### src/uvc_pkg.sv
// package: constants, gain table and states for the volume step control block
package uvc_pkg;
    localparam int         UVC_TICK_DIV_LOG2 = 13;
    localparam int         UVC_OSC_KHZ       = 250;
    localparam int         UVC_CLK_KHZ       = 10000;
    localparam int         UVC_OSC_DIV       = UVC_CLK_KHZ / UVC_OSC_KHZ;
    localparam int         UVC_FIRST_TICKS   = 1;
    localparam int         UVC_SECOND_TICKS  = 10;
    localparam int         UVC_REPEAT_TICKS  = 4;
    localparam int         UVC_STEPS         = 32;
    localparam logic [4:0] UVC_IDX_TOP       = 5'h00;
    localparam logic [4:0] UVC_IDX_BOTTOM    = 5'h1F;
    localparam logic [4:0] UVC_IDX_DEFAULT   = 5'h08;
    localparam logic [4:0] UVC_ONE           = 5'h01;
    localparam logic [7:0] UVC_ADDR_CTRL     = 8'h00;
    localparam logic [7:0] UVC_ADDR_STAT     = 8'h04;
    localparam logic [7:0] UVC_ADDR_IRQ      = 8'h08;
    localparam logic [7:0] UVC_ADDR_MASK     = 8'h0C;
    localparam logic [1:0] UVC_RESP_OKAY     = 2'h0;
    localparam logic [1:0] UVC_RESP_SLVERR   = 2'h2;
    localparam int         UVC_IRQ_W         = 5;

    typedef enum logic [1:0] {
        UVC_ST_IDLE   = 2'b00,
        UVC_ST_FIRST  = 2'b01,
        UVC_ST_SECOND = 2'b10,
        UVC_ST_REPEAT = 2'b11
    } uvc_state_t;

    // gain of each step in tenths of a dB (signed), index 0 is step 1
    function automatic logic signed [10:0] uvc_gain_tenths(input logic [4:0] idx);
        logic signed [10:0] g;
        g = 11'sd0;
        if (idx == 5'h1F) begin
            g = -11'sd800;
        end else if (idx >= 5'h15) begin
            g = -11'sd80 - 11'(20 * (int'(idx) - 21));
        end else if (idx == 5'h09) begin
            g = 11'sd104;
        end else begin
            g = 11'sd240 - 11'(15 * int'(idx));
        end
        return g;
    endfunction : uvc_gain_tenths
endpackage : uvc_pkg

### src/uvc_sync.sv
// three-stage synchroniser with agreement of the last two stages
`timescale 1ns/100ps
module uvc_sync
    import uvc_pkg::*;
#(
    parameter logic RESET_VAL = 1'b1
) (
    input  wire logic aclk,
    input  wire logic aresetn,
    input  wire logic din,
    output logic      dout
);
    logic s1_reg;
    logic s2_reg;
    logic s3_reg;
    logic dout_reg;

    always_ff @(posedge aclk) begin
        if (!aresetn) begin
            s1_reg   <= RESET_VAL;
            s2_reg   <= RESET_VAL;
            s3_reg   <= RESET_VAL;
            dout_reg <= RESET_VAL;
        end else begin
            s1_reg <= din;
            s2_reg <= s1_reg;
            s3_reg <= s2_reg;
            if (s2_reg == s3_reg) begin
                dout_reg <= s3_reg;
            end
        end
    end

    assign dout = dout_reg;
endmodule : uvc_sync

### src/uvc_volume_step_control.sv
// volume step control with protection gating and an AXI4-Lite status slave
`timescale 1ns/100ps
module uvc_volume_step_control
    import uvc_pkg::*;
#(
    parameter int TICK_DIV_LOG2 = UVC_TICK_DIV_LOG2,
    parameter int OSC_DIV       = UVC_OSC_DIV
) (
    input  wire logic        aclk,
    input  wire logic        aresetn,
    input  wire logic        volume_up_n,
    input  wire logic        volume_down_n,
    input  wire logic        shutdown_request_n,
    input  wire logic        supply_low_lockout,
    input  wire logic        short_circuit_guard,
    input  wire logic        over_temp_trip,
    input  wire logic        over_temp_cooled,
    input  wire logic [7:0]  s_axi_awaddr,
    input  wire logic        s_axi_awvalid,
    output logic             s_axi_awready,
    input  wire logic [31:0] s_axi_wdata,
    input  wire logic [3:0]  s_axi_wstrb,
    input  wire logic        s_axi_wvalid,
    output logic             s_axi_wready,
    output logic [1:0]       s_axi_bresp,
    output logic             s_axi_bvalid,
    input  wire logic        s_axi_bready,
    input  wire logic [7:0]  s_axi_araddr,
    input  wire logic        s_axi_arvalid,
    output logic             s_axi_arready,
    output logic [31:0]      s_axi_rdata,
    output logic [1:0]       s_axi_rresp,
    output logic             s_axi_rvalid,
    input  wire logic        s_axi_rready,
    output logic [4:0]       gain_index,
    output logic signed [10:0] gain_tenths_db,
    output logic             amp_enable,
    output logic             outputs_enable,
    output logic             irq
);
    // ------------------------------------------------------------
    // pin synchronisers
    // ------------------------------------------------------------
    logic up_n_s;
    logic down_n_s;
    logic sd_n_s;
    logic supply_low_lockout_s;
    logic scp_s;
    logic ot_trip_s;
    logic ot_cool_s;

    uvc_sync #(.RESET_VAL(1'b1)) u_sync_up (.aclk(aclk), .aresetn(aresetn), .din(volume_up_n), .dout(up_n_s));
    uvc_sync #(.RESET_VAL(1'b1)) u_sync_dn (.aclk(aclk), .aresetn(aresetn), .din(volume_down_n), .dout(down_n_s));
    // reset value low keeps the amplifier off until a real high is seen
    uvc_sync #(.RESET_VAL(1'b0)) u_sync_sd (.aclk(aclk), .aresetn(aresetn), .din(shutdown_request_n),
                                            .dout(sd_n_s));
    uvc_sync #(.RESET_VAL(1'b0)) u_sync_uv (.aclk(aclk), .aresetn(aresetn), .din(supply_low_lockout),
                                            .dout(supply_low_lockout_s));
    uvc_sync #(.RESET_VAL(1'b0)) u_sync_sc (.aclk(aclk), .aresetn(aresetn), .din(short_circuit_guard),
                                            .dout(scp_s));
    uvc_sync #(.RESET_VAL(1'b0)) u_sync_ot (.aclk(aclk), .aresetn(aresetn), .din(over_temp_trip),
                                            .dout(ot_trip_s));
    uvc_sync #(.RESET_VAL(1'b0)) u_sync_oc (.aclk(aclk), .aresetn(aresetn), .din(over_temp_cooled),
                                            .dout(ot_cool_s));

    // ------------------------------------------------------------
    // oscillator enable and volume tick divider
    // ------------------------------------------------------------
    logic [7:0]               osc_cnt_reg;
    logic [TICK_DIV_LOG2-1:0] tick_cnt_reg;
    logic                     osc_en;
    logic                     tick_en;

    // osc_en marks one period of the switching oscillator
    assign osc_en  = (osc_cnt_reg == 8'(OSC_DIV - 1));
    assign tick_en = osc_en && (&tick_cnt_reg);

    always_ff @(posedge aclk) begin
        if (!aresetn) begin
            osc_cnt_reg  <= 8'h00;
            tick_cnt_reg <= '0;
        end else begin
            osc_cnt_reg <= osc_en ? 8'h00 : osc_cnt_reg + 8'h01;
            if (osc_en) begin
                tick_cnt_reg <= tick_cnt_reg + TICK_DIV_LOG2'(1);
            end
        end
    end

    // ------------------------------------------------------------
    // hold timing state machine
    // ------------------------------------------------------------
    uvc_state_t state_reg;
    uvc_state_t state_next;
    logic [3:0] wait_reg;
    logic [3:0] wait_next;
    logic       dir_up_reg;
    logic       dir_up_next;
    logic [4:0] idx_reg;
    logic       step_now;
    logic       up_req;
    logic       dn_req;
    logic       one_req;
    logic       req_up;

    assign up_req  = !up_n_s && down_n_s;
    assign dn_req  = !down_n_s && up_n_s;
    assign one_req = up_req ^ dn_req;
    assign req_up  = up_req;

    // SECOND and REPEAT waits count down to one, FIRST to zero: step on the last tick
    always_comb begin
        state_next  = state_reg;
        wait_next   = wait_reg;
        dir_up_next = dir_up_reg;
        step_now    = 1'b0;
        if (tick_en) begin
            // release or a change of direction restarts the sequence
            if (!one_req || (state_reg != UVC_ST_IDLE && req_up != dir_up_reg)) begin
                state_next = UVC_ST_IDLE;
                wait_next  = 4'h0;
            end else begin
                case (state_reg)
                    UVC_ST_IDLE: begin
                        dir_up_next = req_up;
                        state_next  = UVC_ST_FIRST;
                        wait_next   = 4'(UVC_FIRST_TICKS - 1);
                        if (UVC_FIRST_TICKS == 1) begin
                            step_now   = 1'b1;
                            state_next = UVC_ST_SECOND;
                            wait_next  = 4'(UVC_SECOND_TICKS);
                        end
                    end
                    UVC_ST_FIRST: begin
                        if (wait_reg == 4'h0) begin
                            step_now   = 1'b1;
                            state_next = UVC_ST_SECOND;
                            wait_next  = 4'(UVC_SECOND_TICKS);
                        end else begin
                            wait_next = wait_reg - 4'h1;
                        end
                    end
                    UVC_ST_SECOND: begin
                        if (wait_reg == 4'h1) begin
                            step_now   = 1'b1;
                            state_next = UVC_ST_REPEAT;
                            wait_next  = 4'(UVC_REPEAT_TICKS);
                        end else begin
                            wait_next = wait_reg - 4'h1;
                        end
                    end
                    UVC_ST_REPEAT: begin
                        if (wait_reg == 4'h1) begin
                            step_now  = 1'b1;
                            wait_next = 4'(UVC_REPEAT_TICKS);
                        end else begin
                            wait_next = wait_reg - 4'h1;
                        end
                    end
                    default: begin
                        state_next = UVC_ST_IDLE;
                        wait_next  = 4'h0;
                    end
                endcase
            end
        end
    end

    // ------------------------------------------------------------
    // gain index
    // ------------------------------------------------------------
    logic at_top;
    logic at_bottom;
    logic idx_inc;
    logic idx_dec;

    assign at_top    = (idx_reg == UVC_IDX_TOP);
    assign at_bottom = (idx_reg == UVC_IDX_BOTTOM);
    // index 0 is the loudest step, so raising lowers the index
    assign idx_dec   = step_now && state_next != UVC_ST_IDLE && dir_up_next && !at_top;
    assign idx_inc   = step_now && state_next != UVC_ST_IDLE && !dir_up_next && !at_bottom;

    always_ff @(posedge aclk) begin
        if (!aresetn) begin
            state_reg  <= UVC_ST_IDLE;
            wait_reg   <= 4'h0;
            dir_up_reg <= 1'b0;
            idx_reg    <= UVC_IDX_DEFAULT;
        end else begin
            state_reg  <= state_next;
            wait_reg   <= wait_next;
            dir_up_reg <= dir_up_next;
            // index logic ignores shutdown so the setting survives it
            if (idx_dec) begin
                idx_reg <= idx_reg - UVC_ONE;
            end else if (idx_inc) begin
                idx_reg <= idx_reg + UVC_ONE;
            end
        end
    end

    // ------------------------------------------------------------
    // protection gating
    // ------------------------------------------------------------
    logic ot_fault_reg;
    logic amp_en_reg;
    logic out_en_reg;
    logic [4:0]  gidx_reg;
    logic signed [10:0] gdb_reg;

    always_ff @(posedge aclk) begin
        if (!aresetn) begin
            ot_fault_reg <= 1'b0;
            amp_en_reg   <= 1'b0;
            out_en_reg   <= 1'b0;
            gidx_reg     <= UVC_IDX_DEFAULT;
            gdb_reg      <= '0;
        end else begin
            if (ot_trip_s) begin
                ot_fault_reg <= 1'b1;
            end else if (ot_cool_s) begin
                ot_fault_reg <= 1'b0;
            end
            amp_en_reg <= sd_n_s;
            out_en_reg <= sd_n_s && !supply_low_lockout_s && !scp_s && !(ot_trip_s || ot_fault_reg);
            gidx_reg   <= idx_reg;
            gdb_reg    <= uvc_gain_tenths(idx_reg);
        end
    end

    assign gain_index     = gidx_reg;
    assign gain_tenths_db = gdb_reg;
    assign amp_enable     = amp_en_reg;
    assign outputs_enable = out_en_reg;

    // ------------------------------------------------------------
    // interrupts: step, lockout, short, over-temp, shutdown entry
    // ------------------------------------------------------------
    logic [UVC_IRQ_W-1:0] irq_stat_reg;
    logic [UVC_IRQ_W-1:0] irq_mask_reg;
    logic [UVC_IRQ_W-1:0] irq_evt;
    logic [UVC_IRQ_W-1:0] irq_clr;
    logic                 sd_prev_reg;

    assign irq_evt = {sd_prev_reg && !sd_n_s, ot_trip_s, scp_s, supply_low_lockout_s, idx_inc || idx_dec};
    assign irq     = |(irq_stat_reg & irq_mask_reg);

    // ------------------------------------------------------------
    // AXI4-Lite slave
    // ------------------------------------------------------------
    logic        aw_held_reg;
    logic        w_held_reg;
    logic [7:0]  aw_addr_reg;
    logic [31:0] w_data_reg;
    logic [3:0]  w_strb_reg;
    logic        bvalid_reg;
    logic [1:0]  bresp_reg;
    logic        rvalid_reg;
    logic [1:0]  rresp_reg;
    logic [31:0] rdata_reg;
    logic        wr_go;
    logic        wr_mask;
    logic        wr_irq;
    logic        wr_ok;
    logic        rd_go;
    logic [31:0] rd_word;
    logic        rd_ok;

    // a write completes once address and data are both held
    assign s_axi_awready = !aw_held_reg && !bvalid_reg;
    assign s_axi_wready  = !w_held_reg && !bvalid_reg;
    assign wr_go   = aw_held_reg && w_held_reg && !bvalid_reg;
    assign wr_ok   = aw_addr_reg == UVC_ADDR_IRQ || aw_addr_reg == UVC_ADDR_MASK ||
                     aw_addr_reg == UVC_ADDR_CTRL || aw_addr_reg == UVC_ADDR_STAT;
    assign wr_irq  = wr_go && aw_addr_reg == UVC_ADDR_IRQ && w_strb_reg[0];
    assign wr_mask = wr_go && aw_addr_reg == UVC_ADDR_MASK && w_strb_reg[0];
    assign irq_clr = wr_irq ? w_data_reg[UVC_IRQ_W-1:0] : '0;
    assign s_axi_arready = !rvalid_reg;
    assign rd_go   = s_axi_arvalid && !rvalid_reg;
    assign rd_ok   = s_axi_araddr == UVC_ADDR_CTRL || s_axi_araddr == UVC_ADDR_STAT ||
                     s_axi_araddr == UVC_ADDR_IRQ || s_axi_araddr == UVC_ADDR_MASK;
    assign rd_word = (s_axi_araddr == UVC_ADDR_CTRL) ? {27'h0, idx_reg} :
                     (s_axi_araddr == UVC_ADDR_STAT) ? {21'h0, gdb_reg} :
                     (s_axi_araddr == UVC_ADDR_IRQ)  ? {27'h0, irq_stat_reg} :
                     (s_axi_araddr == UVC_ADDR_MASK) ? {27'h0, irq_mask_reg} : 32'h0;

    always_ff @(posedge aclk) begin
        if (!aresetn) begin
            aw_held_reg  <= 1'b0;
            w_held_reg   <= 1'b0;
            aw_addr_reg  <= 8'h00;
            w_data_reg   <= 32'h0;
            w_strb_reg   <= 4'h0;
            bvalid_reg   <= 1'b0;
            bresp_reg    <= UVC_RESP_OKAY;
            rvalid_reg   <= 1'b0;
            rresp_reg    <= UVC_RESP_OKAY;
            rdata_reg    <= 32'h0;
            irq_stat_reg <= '0;
            irq_mask_reg <= '0;
            sd_prev_reg  <= 1'b0;
        end else begin
            sd_prev_reg <= sd_n_s;
            if (s_axi_awvalid && s_axi_awready) begin
                aw_held_reg <= 1'b1;
                aw_addr_reg <= s_axi_awaddr;
            end
            if (s_axi_wvalid && s_axi_wready) begin
                w_held_reg <= 1'b1;
                w_data_reg <= s_axi_wdata;
                w_strb_reg <= s_axi_wstrb;
            end
            if (wr_go) begin
                aw_held_reg <= 1'b0;
                w_held_reg  <= 1'b0;
                bvalid_reg  <= 1'b1;
                bresp_reg   <= wr_ok ? UVC_RESP_OKAY : UVC_RESP_SLVERR;
            end else if (s_axi_bready) begin
                bvalid_reg <= 1'b0;
            end
            if (wr_mask) begin
                irq_mask_reg <= w_data_reg[UVC_IRQ_W-1:0];
            end
            // a new event wins over a clear in the same cycle
            irq_stat_reg <= (irq_stat_reg & ~irq_clr) | irq_evt;
            if (rd_go) begin
                rvalid_reg <= 1'b1;
                rdata_reg  <= rd_word;
                rresp_reg  <= rd_ok ? UVC_RESP_OKAY : UVC_RESP_SLVERR;
            end else if (s_axi_rready) begin
                rvalid_reg <= 1'b0;
            end
        end
    end

    assign s_axi_bvalid = bvalid_reg;
    assign s_axi_bresp  = bresp_reg;
    assign s_axi_rvalid = rvalid_reg;
    assign s_axi_rresp  = rresp_reg;
    assign s_axi_rdata  = rdata_reg;
endmodule : uvc_volume_step_control

### config.mk
export PLATFORM = sky130hd
export DESIGN_NAME = uvc_volume_step_control
export DESIGN_NICKNAME = d
export VERILOG_FILES = /design/src/uvc_pkg.sv /design/src/uvc_sync.sv /design/src/uvc_volume_step_control.sv
export SDC_FILE = /design/constraint.sdc
export NUM_CORES = 1
export LEC_CHECK = 0
export ABC_AREA = 1
export BUFFER_PORTS_ARGS = -buffer_cell sky130_fd_sc_hd__buf_2
export CAP_MARGIN = 20
export CELL_PAD_IN_SITES_DETAIL_PLACEMENT = 1
export CELL_PAD_IN_SITES_GLOBAL_PLACEMENT = 1
export CORE_MARGIN = 3
export CORE_UTILIZATION = 36
export DETAILED_ROUTE_END_ITERATION = 7
export PLACE_DENSITY = 0.73
export SETUP_SLACK_MARGIN = 0.15
export SYNTH_ARGS = -nofsm -noshare
export SYNTH_HDL_FRONTEND = slang
export SYNTH_SLANG_ARGS = --single-unit
### constraint.sdc
create_clock -name aclk -period 3.63 [get_ports aclk]
set_input_delay 0.5445 -clock aclk [delete_from_list [all_inputs] [get_ports aclk]]
set_output_delay 0.5445 -clock aclk [all_outputs]
set_load 0.02 [all_outputs]
==> summary.log <==
[setup_path] CP Capture Type register
[die] die extent in x 139 um
[detailed_routing] WL per Instance 14.5 um
[power] maximum VDD drop 0.000336 V
[detailed_routing] total wirelength of the detailed-routed design 16,400 um
[detailed_routing] count of routing violations after the opening detailed-route iteration 167
[die] core box area 16,900 um^2
[job] reported max-cap violation count 0
[setup_path] required time reported for the critical path endpoint 3.99 ns
[clocking] CTS Buf Count 17
[power] Pwr per Cell Area 424 nW/um^2
[clocking] total number of clock tree sinks 121
[logic_synthesis] area share of the leading cell type in the synthesized netlist 38.3%
[setup_path] nature of the critical path startpoint register
[finish] Area Overhead vs Synth 19.2%
[timing] PnR worst setup slack 0.347 ns
[die] die extent in y 139 um
[power] Power Total 3200 uW
[finish] # nets final 1,026
[clocking] clk root buf sky130_fd_sc_hd__clkbuf_16
[place] placement-stage cell area 6920 um^2
[logic_synthesis] FFs w/ async S/R, synth 0%
[power] cell leakage power 0.00354 uW
[logic_synthesis] most area-hungry cell type in the Yosys netlist sky130_fd_sc_hd__dfxtp_1
[detailed_routing] number of nets still failing antenna checks after routing 0
[finish] Antenna Diode Count 0
[timing] Peak Freq 0.305 GHz
[clocking] CTS H-tree depth 4
[finish] most used cells in the layout excluding fill and tap cells 133 x sky130_fd_sc_hd__nand2_1, 121 x sky130_fd_sc_hd__dfxtp_1, 110 x sky130_fd_sc_hd__inv_1
[timing] WHS 0.310 ns
[die] ports placed on the boundary 126
[hold_path] path category of the worst min-delay check input pin to register
[grt] global-route total usage across every layer 17.4%
[clocking] Clock Pin Slew Worst Setup and Hold Paths 0.05 ns
[grt] maximum number of pins on one net before global-route repair 31
[place] weighted congestion reported at the end of routability-driven placement 0.778
[detailed_routing] vias 5,448
[setup_path] arrival time reported for the critical path endpoint 3.64 ns
[grt] number of antenna violations at the first check in global routing 0
[place] count of port buffers added during placement 72
[logic_synthesis] part of the Yosys area used for sequential elements 38.3%
[timing] endpoints failing setup 0
[timing] clk_skew 0.00663 ns
[clocking] cts-stage hold buffer count 0
[finish] commonest non-fill, non-tap cell in the layout sky130_fd_sc_hd__nand2_1
[finish] fill count 2,078
[timing] setup repair after global routing missed its margin yes
[finish] ratio of cells with drive above 1 in the final layout 18.8%
[timing] fin. max-slew vios 0
[setup_path] kind of critical path register to register
[logic_synthesis] cells after synthesis 812
[grt] overflow left after global routing 0
[logic_synthesis] count of cell types in the netlist 48
[die] die area 19,200 um^2
[logic_synthesis] top flip-flop cell by instance count after synthesis sky130_fd_sc_hd__dfxtp_1
[finish] Multi-input gate area 3340 um^2
[detailed_routing] number of iterations in the first detailed-routing pass 4
[clocking] clock latency reported for the late side of the worst-skew pair 0.42 ns
[timing] relative slew slack 55.7%
[die] number of rows in the core area 47
[timing] transition time of the tightest slew-check pin 0.658 ns
[logic_synthesis] cell area after synthesis 6320 um^2
[logic_synthesis] cell types occupying the most area after synthesis sky130_fd_sc_hd__dfxtp_1 38%, sky130_fd_sc_hd__ha_1 9.7%, sky130_fd_sc_hd__nand2_1 7.9%
[grt] number of global-route vias before repair 5,635
[logic_synthesis] Synth Register Bits 121
[detailed_routing] Vias/cell 4.80
[finish] FF+latch area 2420 um^2
[clocking] number of buffers on the longest clock path 2
[place] pre-CTS setup slack 0.194 ns
[logic_synthesis] Mapped Avg Cell Area 7.79 um^2
[grt] wire length of the first global-routing pass 27,400 um
[timing] minimum period implied by the final worst setup slack 3.28 ns
[clocking] CTS tree yes
[outcome] outcome finished, final reports clean
[finish] Design Area, Final 7540 um^2
[finish] max FFs per register 13
[detailed_routing] number of design rule violations left after detail routing 0
[timing] Hold Violations, Final 0
[place] estimated wirelength of the detail-placed design 12,200 um
[logic_synthesis] Post-synth EDFFs 0
[setup_path] crit path max fanout 4
[timing] total negative slack 0 ns
[logic_synthesis] number of warnings printed during yosys synthesis 0
[die] starting density of the core 37.5%
[timing] portion of the clock cycle consumed by the worst path in the final layout 90.4%
## power breakdown
| group | internal (uW) | switching (uW) | total, uW |
|---|---|---|---|
| clock | 1020 | 615 | 1640 |
| sequential | 1370 | 20.9 | 1390 |
| combinational | 52.5 | 123 | 176 |
| total | 2440 | 759 | 3200 |
## synth_stat cells, types with 7 or more instances
cell type	count
sky130_fd_sc_hd__xnor2_1	7
sky130_fd_sc_hd__nor2_4	7
sky130_fd_sc_hd__nand3_1	32
sky130_fd_sc_hd__dfxtp_1	121
sky130_fd_sc_hd__nor3_1	8
sky130_fd_sc_hd__nand2_2	7
sky130_fd_sc_hd__clkbuf_1	14
sky130_fd_sc_hd__nand2_1	133
sky130_fd_sc_hd__a21oi_1	70
sky130_fd_sc_hd__ha_1	49
sky130_fd_sc_hd__inv_1	111
sky130_fd_sc_hd__xor2_1	11
sky130_fd_sc_hd__nand4_1	9
sky130_fd_sc_hd__fa_1	8
sky130_fd_sc_hd__a31oi_1	7
sky130_fd_sc_hd__buf_4	23
sky130_fd_sc_hd__nor2_1	72
sky130_fd_sc_hd__o21ai_0	56
sky130_fd_sc_hd__or2_2	10
## per-stage QoR
step | utilization [%] | cells
detailed placement | 41.0 | 1102
global route | 44.7 | 1135
global placement | 41.0 | 1102
CTS | 44.4 | 1133
floorplan | - | 834
finish | 44.7 | 1135
## logic make-up after synthesis
family	Yosys count	share of synthesized area, %
compound gates	154	13.3
xor+xnor	18	2.49
fa+ha+maj	57	12.2
buf+inv	158	10.8
flops	121	38.3
other cells	1	0.0593
simple gates	303	22.8
## final cells by class
class,instances,share of cell area [%]
Clock buffer,20,5.92
Clock inverter,11,1.64
Inverter,120,6.01
Multi-Input combinational cell,555,44.3
Sequential cell,121,32.1
Tap cell,220,3.65
Timing Repair Buffer,88,6.37
## final timing paths
kind                            slack, ns            endpoint        startpoint  cells past startpoint
worst max register to register       0.35  gain_tenths_db[10]        idx_reg[0]                     17
worst max-delay path                 0.35  gain_tenths_db[10]        idx_reg[0]                     17
worst min register to register       0.41    u_sync_sd.s2_reg  u_sync_sd.s1_reg                      2
worst min-delay path                 0.31    u_sync_oc.s1_reg  over_temp_cooled                      3
## layer usage
metal	global-route usage, %	routed length (um)	up-vias
met1	20.7	7300	2607
met5	0	0	-
met3	4.21	441	24
li1	-	-	2755
met4	5.88	320	0
met2	30.8	8350	62
## critical path, stage by stage (launching register included)
cell	delay (ns)
sky130_fd_sc_hd__dfxtp_1	0.34
sky130_fd_sc_hd__inv_2	0.07
sky130_fd_sc_hd__fa_1	0.40
sky130_fd_sc_hd__inv_1	0.07
sky130_fd_sc_hd__fa_1	0.44
sky130_fd_sc_hd__fa_1	0.53
sky130_fd_sc_hd__inv_1	0.07
sky130_fd_sc_hd__ha_4	0.25
sky130_fd_sc_hd__a21oi_1	0.15
sky130_fd_sc_hd__nand2_1	0.09
sky130_fd_sc_hd__a21o_1	0.18
sky130_fd_sc_hd__a21oi_2	0.15
sky130_fd_sc_hd__nor2_1	0.07
sky130_fd_sc_hd__o21ai_1	0.12
sky130_fd_sc_hd__nand2_1	0.10
sky130_fd_sc_hd__nand3_1	0.09
sky130_fd_sc_hd__nand2_1	0.06
sky130_fd_sc_hd__inv_1	0.06
## timing repair
action | 4_1_cts | 5_1_grt
resized for setup | 0 | 6
setup endpoints to repair | 0 | 3
setup buffers | 0 | 2
(Power assumes the default switching activity.)
